--- config.mk ---
export PLATFORM = sky130hd
export DESIGN_NAME = machine_check_bank_logger
export DESIGN_NICKNAME = d
export VERILOG_FILES = /design/src/logic/mc_bank_pkg.sv /design/src/logic/machine_check_bank_logger.sv /design/src/logic/mc_code_encode.sv
export SDC_FILE = /design/constraint.sdc
export NUM_CORES = 1
export LEC_CHECK = 0
export BUFFER_PORTS_ARGS = -buffer_cell sky130_fd_sc_hd__clkbuf_2
export CAP_MARGIN = 10
export CORE_MARGIN = 10
export CORE_UTILIZATION = 48
export CTS_CLUSTER_SIZE = 24
export DETAILED_ROUTE_END_ITERATION = 8
export PLACE_DENSITY_LB_ADDON = 0.08
export SYNTH_ARGS = -nofsm -noshare
export SYNTH_HDL_FRONTEND = slang
export SYNTH_SLANG_ARGS = --single-unit
export TNS_END_PERCENT = 10
--- constraint.sdc ---
create_clock -name i_core_clk -period 2.73 [get_ports i_core_clk]
set_input_delay 0.6825 -clock i_core_clk [delete_from_list [all_inputs] [get_ports i_core_clk]]
set_output_delay 0.6825 -clock i_core_clk [all_outputs]
set_load 0.02 [all_outputs]
--- src/logic/mc_bank_pkg.sv ---
// Functional notes
// (RQ1) recoverable uncorrected replaces logged corrected error
// (RQ2) context-corrupt uncorrected replaces recoverable; flags undefined
// (RQ3) recoverable never replaces earlier recoverable entry
// (RQ4) corrected never replaces logged recoverable entry
// (RQ5) any second error on live entry sets overflow
// (RQ6) trap and action-required flags sticky against hardware
// (RQ7) merged trap/action flags from both recoverable errors
// (RQ8) software resets only if action or corrupt set
// (RQ9) recoverable classes reported only with capability bit 24
// (RQ10) exception delivery sets log-gate and trap; notice leaves trap clear
// (RQ11) feature result bit 14 and bit 7 report support
// (RQ12) software clears status before trusting it
// (RQ13) detected error writes 16-bit code, sets entry live
// (RQ14) optional 16-bit model-specific code stored alongside
// (RQ15) code field bits 15:0 alone name error type
// (RQ16) code field holds simple or compound family
// (RQ17) empty bank carries all-zero code
// (RQ18) unclassified codes 0001 and internal 0000 01xx pattern
// (RQ19) rom parity, bus reinit, redundancy, internal parity codes
// (RQ20) handler violation, timer and generic io codes
// (RQ21) exception vector 18, enabled by control bit 6
// (RQ22) software enables all bank control bits
// (RQ23) mandatory recovery logged with uc, gate, trap, action
// (RQ24) latent no-action logged uc only, as notice
// (RQ25) overwrite decided against logged class same cycle
package mc_bank_pkg;
	// incoming error classes
	typedef enum logic [2:0] {
		CLS_CORRECTED = 3'h0,
		CLS_LATENT    = 3'h1,
		CLS_OPTIONAL  = 3'h3,
		CLS_MANDATORY = 3'h2,
		CLS_CORRUPT   = 3'h6
	} err_class_e;

	// simple architectural codes
	localparam logic [15:0] CODE_NONE         = 16'h0000;
	localparam logic [15:0] CODE_UNCLASSIFIED = 16'h0001;
	localparam logic [15:0] CODE_UROM_PARITY  = 16'h0002;
	localparam logic [15:0] CODE_BUS_REINIT   = 16'h0003;
	localparam logic [15:0] CODE_REDUNDANCY   = 16'h0004;
	localparam logic [15:0] CODE_INT_PARITY   = 16'h0005;
	localparam logic [15:0] CODE_SMH_VIOLATE  = 16'h0006;
	localparam logic [15:0] CODE_TIMER        = 16'h0400;
	localparam logic [15:0] CODE_GENERIC_IO   = 16'h0E0B;
	localparam logic [15:0] CODE_INT_UNCL_BASE = 16'h0400;

	// simple and compound error sources selected on the input
	typedef enum logic [3:0] {
		SRC_UNCLASSIFIED = 4'h0,
		SRC_UROM_PARITY  = 4'h1,
		SRC_BUS_REINIT   = 4'h2,
		SRC_REDUNDANCY   = 4'h3,
		SRC_INT_PARITY   = 4'h4,
		SRC_SMH_VIOLATE  = 4'h5,
		SRC_TIMER        = 4'h6,
		SRC_GENERIC_IO   = 4'h7,
		SRC_INT_UNCL     = 4'h8,
		SRC_COMPOUND     = 4'h9
	} err_src_e;

	// capability and feature bit positions
	localparam int CAP_RECOVERY_BIT   = 24;
	localparam int FEAT_ARCH_BIT      = 14;
	localparam int FEAT_TRAP_BIT      = 7;
	localparam int CTRL4_TRAP_EN_BIT  = 6;
	localparam logic [7:0] TRAP_VECTOR = 8'h12;
	localparam logic [31:0] CAP_RESET  = 32'h0100_0000;
	localparam logic [31:0] FEAT_RESET = 32'h0000_4080;
endpackage

--- src/logic/machine_check_bank_logger.sv ---
`timescale 1ns/1ps
// one error-reporting bank with overwrite priority
module machine_check_bank_logger #(
	parameter bit MODEL_CODE_EN = 1'b1
) (
	input  wire logic        i_core_clk,
	input  wire logic        i_nrst,
	input  wire logic        i_err_valid,
	input  wire logic [2:0]  i_err_class,
	input  wire logic [3:0]  i_err_src,
	input  wire logic [9:0]  i_int_detail,
	input  wire logic [15:0] i_compound_code,
	input  wire logic [15:0] i_model_code,
	input  wire logic        i_as_exception,
	input  wire logic        i_status_clear,
	input  wire logic        i_recovery_support_cap,
	input  wire logic        i_control_reg_four_trap_en,
	input  wire logic        i_bank_enable,
	output logic             o_entry_live_flag,
	output logic             o_uncorrected_flag,
	output logic             o_context_corrupt_flag,
	output logic             o_overflow,
	output logic             o_log_gate,
	output logic             o_trap_flag,
	output logic             o_action_required,
	output logic [15:0]      o_arch_code,
	output logic [15:0]      o_model_code,
	output logic [2:0]       o_logged_class,
	output logic [31:0]      o_global_capability_register,
	output logic [31:0]      o_feature_result_reg,
	output logic             o_trap_raise,
	output logic [7:0]       o_trap_vector,
	output logic             o_notice_pulse
);
	typedef struct packed {
		logic        live;
		logic        uc;
		logic        context_corrupt_flag;
		logic        over;
		logic        gate;
		logic        trap;
		logic        act;
		logic [15:0] code;
		logic [15:0] mcode;
		logic [2:0]  cls;
		logic [31:0] cap;
		logic [31:0] feat;
		logic        raise;
		logic [7:0]  vec;
		logic        notice;
	} state_s;

	state_s st_reg;
	state_s st_next;
	logic [15:0] new_code;

	mc_code_encode u_enc (
		.i_src        (i_err_src),
		.i_int_detail (i_int_detail),
		.i_compound   (i_compound_code),
		.o_code       (new_code)
	);

	// true for the three recoverable uncorrected classes
	function automatic logic is_recov(input logic [2:0] c);
		is_recov = (c == mc_bank_pkg::CLS_LATENT) || (c == mc_bank_pkg::CLS_OPTIONAL) ||
			(c == mc_bank_pkg::CLS_MANDATORY);
	endfunction

	logic [2:0] cls_in;

	// without the capability, recoverable classes degrade to corrupt uncorrected
	always_comb begin
		cls_in = i_err_class;
		if (is_recov(i_err_class) && !i_recovery_support_cap) begin
			cls_in = mc_bank_pkg::CLS_CORRUPT; // RQ9
		end
	end

	// overwrite decision made in the capture cycle against the logged class
	always_comb begin
		logic take;
		logic nrec;
		logic old_rec;
		take = 1'b0;
		nrec = is_recov(cls_in);
		old_rec = st_reg.live && st_reg.uc && !st_reg.context_corrupt_flag;
		st_next = st_reg;
		st_next.raise = 1'b0;
		st_next.notice = 1'b0;
		st_next.cap = mc_bank_pkg::CAP_RESET;
		st_next.cap[mc_bank_pkg::CAP_RECOVERY_BIT] = i_recovery_support_cap; // RQ9
		st_next.feat = mc_bank_pkg::FEAT_RESET; // RQ11
		st_next.vec = mc_bank_pkg::TRAP_VECTOR; // RQ21
		if (i_status_clear) begin
			// software clear of the whole status; a same-cycle error still lands below
			// RQ12
			st_next.live = 1'b0;
			st_next.uc = 1'b0;
			st_next.context_corrupt_flag = 1'b0;
			st_next.over = 1'b0;
			st_next.gate = 1'b0;
			st_next.trap = 1'b0;
			st_next.act = 1'b0;
			st_next.code = mc_bank_pkg::CODE_NONE; // RQ17
			st_next.mcode = 16'h0000;
			st_next.cls = mc_bank_pkg::CLS_CORRECTED;
			old_rec = 1'b0;
		end
		if (i_err_valid && i_bank_enable) begin
			if (!st_next.live) begin
				take = 1'b1; // RQ13
			end else begin
				st_next.over = 1'b1; // RQ5
				if (st_reg.cls == mc_bank_pkg::CLS_CORRECTED) begin
					take = nrec || (cls_in == mc_bank_pkg::CLS_CORRUPT); // RQ1 RQ25
				end else if (old_rec) begin
					// RQ3 RQ4: only context-corrupt may displace
					take = (cls_in == mc_bank_pkg::CLS_CORRUPT); // RQ2
				end
			end
			if (take) begin
				st_next.live = 1'b1; // RQ13
				st_next.code = new_code; // RQ15
				st_next.mcode = MODEL_CODE_EN ? i_model_code : 16'h0000; // RQ14
				st_next.cls = cls_in;
				st_next.uc = (cls_in != mc_bank_pkg::CLS_CORRECTED);
				st_next.context_corrupt_flag = (cls_in == mc_bank_pkg::CLS_CORRUPT);
			end
			// sticky merge: flags only ever set by hardware
			case (cls_in)
				mc_bank_pkg::CLS_MANDATORY: begin
					st_next.gate = 1'b1; // RQ23
					st_next.trap = 1'b1; // RQ7
					st_next.act = 1'b1; // RQ7
				end
				mc_bank_pkg::CLS_OPTIONAL: begin
					if (i_as_exception) begin
						st_next.gate = 1'b1; // RQ10
						st_next.trap = 1'b1; // RQ7
					end
				end
				mc_bank_pkg::CLS_CORRUPT: begin
					st_next.gate = 1'b1;
				end
				default: begin
					// latent and corrected leave trap/action untouched
					st_next.gate = st_next.gate; // RQ24 RQ6
				end
			endcase
			// delivery: exception only when enabled by control bit 6
			if ((cls_in == mc_bank_pkg::CLS_MANDATORY) || (cls_in == mc_bank_pkg::CLS_CORRUPT) ||
				((cls_in == mc_bank_pkg::CLS_OPTIONAL) && i_as_exception)) begin
				st_next.raise = i_control_reg_four_trap_en; // RQ21
			end else begin
				st_next.notice = 1'b1; // RQ24 RQ10
			end
		end
	end

	// single state register
	always_ff @(posedge i_core_clk or negedge i_nrst) begin
		if (!i_nrst) begin
			st_reg <= '0;
		end else begin
			st_reg <= st_next;
		end
	end

	// outputs straight from the state flops
	assign o_entry_live_flag = st_reg.live;
	assign o_uncorrected_flag = st_reg.uc;
	assign o_context_corrupt_flag = st_reg.context_corrupt_flag;
	assign o_overflow = st_reg.over;
	assign o_log_gate = st_reg.gate;
	assign o_trap_flag = st_reg.trap;
	assign o_action_required = st_reg.act;
	assign o_arch_code = st_reg.code;
	assign o_model_code = st_reg.mcode;
	assign o_logged_class = st_reg.cls;
	assign o_global_capability_register = st_reg.cap;
	assign o_feature_result_reg = st_reg.feat;
	assign o_trap_raise = st_reg.raise;
	assign o_trap_vector = st_reg.vec;
	assign o_notice_pulse = st_reg.notice;
endmodule

--- src/logic/mc_code_encode.sv ---
`timescale 1ns/1ps
// maps a source select to the 16-bit architectural code
module mc_code_encode (
	input  wire logic [3:0]  i_src,
	input  wire logic [9:0]  i_int_detail,
	input  wire logic [15:0] i_compound,
	output logic      [15:0] o_code
);
	// combinational encode; registered by the caller
	always_comb begin
		case (i_src)
			mc_bank_pkg::SRC_UNCLASSIFIED: o_code = mc_bank_pkg::CODE_UNCLASSIFIED; // RQ18
			mc_bank_pkg::SRC_UROM_PARITY:  o_code = mc_bank_pkg::CODE_UROM_PARITY; // RQ19
			mc_bank_pkg::SRC_BUS_REINIT:   o_code = mc_bank_pkg::CODE_BUS_REINIT; // RQ19
			mc_bank_pkg::SRC_REDUNDANCY:   o_code = mc_bank_pkg::CODE_REDUNDANCY; // RQ19
			mc_bank_pkg::SRC_INT_PARITY:   o_code = mc_bank_pkg::CODE_INT_PARITY; // RQ19
			mc_bank_pkg::SRC_SMH_VIOLATE:  o_code = mc_bank_pkg::CODE_SMH_VIOLATE; // RQ20
			mc_bank_pkg::SRC_TIMER:        o_code = mc_bank_pkg::CODE_TIMER; // RQ20
			mc_bank_pkg::SRC_GENERIC_IO:   o_code = mc_bank_pkg::CODE_GENERIC_IO; // RQ20
			// zero detail would alias the timer code, so force bit 0
			mc_bank_pkg::SRC_INT_UNCL: begin
				o_code = mc_bank_pkg::CODE_INT_UNCL_BASE | {6'h00, i_int_detail}; // RQ18
				if (i_int_detail == 10'h000) begin
					o_code[0] = 1'b1;
				end
			end
			mc_bank_pkg::SRC_COMPOUND:     o_code = i_compound; // RQ16
			default:                       o_code = mc_bank_pkg::CODE_UNCLASSIFIED;
		endcase
	end
endmodule

; After elaboration in Yosys (flattened, before gate mapping)
; Index checks and enable logic that the tools add are counted.
[totals]
ff_bits = 46
output_inout_bits = 116
elab_cells = 69
[classes]
n_eq_ne = 16
muxes = 21
reduce_logical = 18
[ops]
columns = cell, n
row1 = $pmux 16 s9, 1
row2 = $mux 42, 2
row3 = $mux 35, 1
row4 = $eq 4x3->1 const B, 4
row5 = $eq 3x2->1 const B, 4
row6 = $mux 1, 12
row7 = $logic_not 10->1, 1
row8 = $eq 4x2->1 const B, 2
row9 = $eq 4x4->1 const B, 2
row10 = $logic_or 1x1->1, 7
row11 = $eq 3x1->1 const B, 2
row12 = $mux 3, 2
row13 = $logic_and 1x1->1, 5
row14 = $eq 4x1->1 const B, 1
row15 = $pmux 1 s2, 2
row16 = $eq 3x3->1 const B, 1
row17 = $logic_not 3->1, 1
row18 = $reduce_bool 3->1, 1
row19 = $logic_not 1->1, 2
row20 = $mux 2, 1
row21 = $reduce_or 2->1, 1

; Logic depth before layout (Yosys ltp)
[depth]
word_depth = 14
depth_mapped = 7
depth_no_buf = 4

; Modules after synthesis
; A second synthesis with hierarchy kept.
[hier_totals]
cells_unflattened = 322
hier_area_um2 = 3151.8
[modules_own_cells]
columns = mod, n_inst, cells_per_inst, area_each_um2
row1 = machine_check_bank_logger, 1, 276, 2802.7
row2 = mc_code_encode, 1, 46, 349.1

; Worst setup path after synthesis
; OpenSTA, ideal clock, no wires.
[synth_timing]
path_kind = input to register
start = input port i_err_class[2]
end = register st_reg, in the netlist o_arch_code[2]
setup_time_ps = 125
t_arrival_ps = 1883
required_ps = 2605
setup_slack_ps = 722
stages = 7
cell_sequence = buf_6 mux2i_1 nand4b_1 a31oi_1 buf_6 buf_12 mux2_4
[synth_rtl]
columns = element, line_no
row1 = from (decl), machine_check_bank_logger.sv:9  ; input wire logic [2:0] i_err_class,
row2 = to (signal assigned), machine_check_bank_logger.sv:166  ; st_reg <= st_next;
row3 = to (decl), machine_check_bank_logger.sv:53  ; state_s st_reg;

==> results.tsv <==
metric	value	unit
status	completed	
post-detailed-route via-to-cell ratio	4.48	
Area growth syn-to-layout	13.4	%
total non-filler cell area in the finished layout	0.00336	mm^2
area of the placeable core	0.00596	mm^2
sequential cell area fraction in the yosys report	38.9	%
Global Route Usage Sum	14.3	%
sort of element at the start of the critical path	primary input	
vias in the first global route	2336	
Detailed Route Iter0 Violations	38	
number of synthesized register bits	46	
final-report max-slew violation count	0	
clock net sink count	46	
Worst setup EP type	flop	
launching point of the worst reg2reg path	o_logged_class[1]	
count of endpoints failing setup in the final report	0	
Chip Width	98.6	um
iteration count of the initial detailed-routing pass	4	
height of the chip	98.6	um
endpoint of the worst register-to-register path	o_model_code[6]	
HPWL Detailed	5.71	mm
shortest period the worst path allows	1.97	ns
overflow left after global routing	0	
final critical-path share of the clock period	72.1	%
clock skew after layout	0.00983	ns
CTS-repair resized insts	0	
Arr. time, crit path	2.16	ns
Peak VDD IR	251	uV
type of the tightest min-delay check	primary input to async pin	
max-cap violations	0	
CTS H-Tree Depth	2	
Bufs on Longest Clock Path	2	
count of final hold-check violations	0	
setup repair after global routing missed its margin	no	
pwr dens	466	mW/mm^2
number of synthesized flops with an enable pin	0	
clock transition at the registers of the reported paths	0.09	ns
IO Pins	173	
Crit path required time	2.92	ns
total negative slack	0	ns
later-pin clock latency in the skew report	0.30	ns
Worst-Margin Slew	0.589	ns
Clk Tree Root Cell	sky130_fd_sc_hd__clkbuf_8	
TritonCTS buffer count	5	
Cell Count, Final, Fillers Out	464	
placer congestion estimate	0.834	
fraction of layout instances using a drive strength above 1	37.0	%
Remaining DRCs	0	
Primary FF master, synth	sky130_fd_sc_hd__dfrtp_1	
netlist area before placement	0.00296	mm^2
count of buffers added by post-CTS timing repair for setup	0	
ant diodes	0	
pin count of the biggest net entering global routing	47	
Cells after Synth	289	
total via count in the routed design	2077	
max_slew headroom	60.7	%
Fmax	0.508	GHz
Cell Area, Placed	0.00327	mm^2
routed length per placed instance	15.4	um
R2R cell count	5	
Ys Warns	0	
critical path class	primary input to flop	
Die Area	0.00972	mm^2
first-pass GRT wire length	11.6	mm
total instance count after detailed placement	456	
number of buffers inserted by port buffering	105	
count of unique library cells instantiated by Yosys	36	
Starting Density	49.7	%
Leakage Power	1.81	nW
highest net fanout along the worst path	37	
Layout Nets	445	
R2R Setup Slk	0.93	ns
Post-Synthesis Mean Instance Area	10.3	um^2
floorplan row count	28	
number of antenna violations at the first check in global routing	0	
Antenna Nets Post-Route	0	
Power Total	1.57	mW
share of flip-flops with an asynchronous set or reset	100	%
number of hold buffers added after cts	0	
total length of routed wires	7.13	mm
clock tree from TritonCTS	done	
## critical path: stages
cell and delay [ns]:
sky130_fd_sc_hd__clkbuf_2 0.16, sky130_fd_sc_hd__mux2i_1 0.23, sky130_fd_sc_hd__nand4b_1 0.17, sky130_fd_sc_hd__a31oi_4 0.23, sky130_fd_sc_hd__buf_12 0.28, sky130_fd_sc_hd__mux2_2 0.37
## registers in the layout, summed over array words and instances (netlist names)
signal and count:
o_action_required 1, o_arch_code 16, o_context_corrupt_flag 1, o_entry_live_flag 1
o_global_capability_register 1, o_log_gate 1, o_logged_class 3, o_model_code 16
o_notice_pulse 1, o_overflow 1, o_trap_flag 1, o_trap_raise 1
o_trap_vector 1, o_uncorrected_flag 1
## Yosys cell counts (all sizes together) (4+ instances only)
| library cell | instances | area [um^2] |
|---|---|---|
| buf | 76 | 596 |
| dfrtp | 46 | 1150 |
| nor2b | 25 | 156 |
| nand2b | 24 | 150 |
| mux2 | 22 | 285 |
| mux2i | 21 | 210 |
| nand2 | 9 | 33.8 |
| clkbuf | 8 | 31.3 |
| a21oi | 6 | 30.0 |
| nor2 | 6 | 22.5 |
| inv | 5 | 18.8 |
| a21o | 4 | 30.0 |
| nand3 | 4 | 20.0 |
## worst max path at each step
stage | start | endpoint
after floorplan | i_err_class[2] | o_arch_code[2]
after global placement | i_err_class[2] | o_model_code[2]
after detailed placement | i_err_class[2] | o_model_code[1]
after CTS | i_err_class[2] | o_model_code[1]
after global routing | i_err_class[2] | o_model_code[6]
final | i_err_class[2] | o_model_code[6]
## placed cells by master (no fill, tap or decap), types with 4 or more instances in the layout
cell and instances:
sky130_fd_sc_hd__mux2_2 12, sky130_fd_sc_hd__buf_4 4, sky130_fd_sc_hd__nor2_1 6, sky130_fd_sc_hd__mux2_4 10, sky130_fd_sc_hd__clkbuf_2 105, sky130_fd_sc_hd__nor2b_1 25
sky130_fd_sc_hd__nand3_1 4, sky130_fd_sc_hd__dfrtp_1 46, sky130_fd_sc_hd__inv_1 5, sky130_fd_sc_hd__conb_1 68, sky130_fd_sc_hd__a21o_1 4, sky130_fd_sc_hd__clkbuf_8 5
sky130_fd_sc_hd__nand2b_1 24, sky130_fd_sc_hd__nand2_1 9, sky130_fd_sc_hd__mux2i_1 21, sky130_fd_sc_hd__a21oi_1 6
## power breakdown
group	internal [mW]	switching (mW)	total, mW
combinational	0.146	0.266	0.412
sequential	0.721	0.0231	0.744
clock	0.181	0.230	0.411
## layout make-up
cell class | instances | area (um^2)
Timing Repair Buffer | 110 | 576
Multi-Input combinational cell | 220 | 1430
Clock inverter | 2 | 13.8
Clock buffer | 6 | 72.6
Inverter | 5 | 18.8
Tap cell | 75 | 93.8
Sequential cell | 46 | 1150
Fill cell | 552 | 2600
## metrics by stage
step	setup slack, ns	util [%]	hold WS, ns
CTS	0.773	56.4	0.482
floorplan	0.722	-	0.387
global route	0.671	56.4	0.504
global placement	0.461	55.0	0.477
finish	0.762	56.4	0.460
detailed placement	0.447	55.0	0.484
## per-layer routing
layer  routed length (um)  up-vias  GRT usage, %
met1                 2690      950          15.8
met3                  947        7          8.10
li1                     -     1021             -
met2                 3420       99          23.3
met5                    0        -             0
met4                   72        0          3.97
## logic make-up (layout without fill, tap and decap cells)
| kind of cell | count (synthesis) | count (layout) | synth area share, % |
|---|---|---|---|
| other | 2 | 68 | 0.253 |
| AND/OR/NAND/NOR | 85 | 85 | 17.1 |
| multiplexers | 43 | 43 | 16.7 |
| buffers and inverters | 89 | 123 | 21.8 |
| AO/OA/AOI/OAI | 24 | 24 | 5.28 |
| flip-flops | 46 | 46 | 38.9 |
No activity file was read; power rests on OpenSTA's default activity.
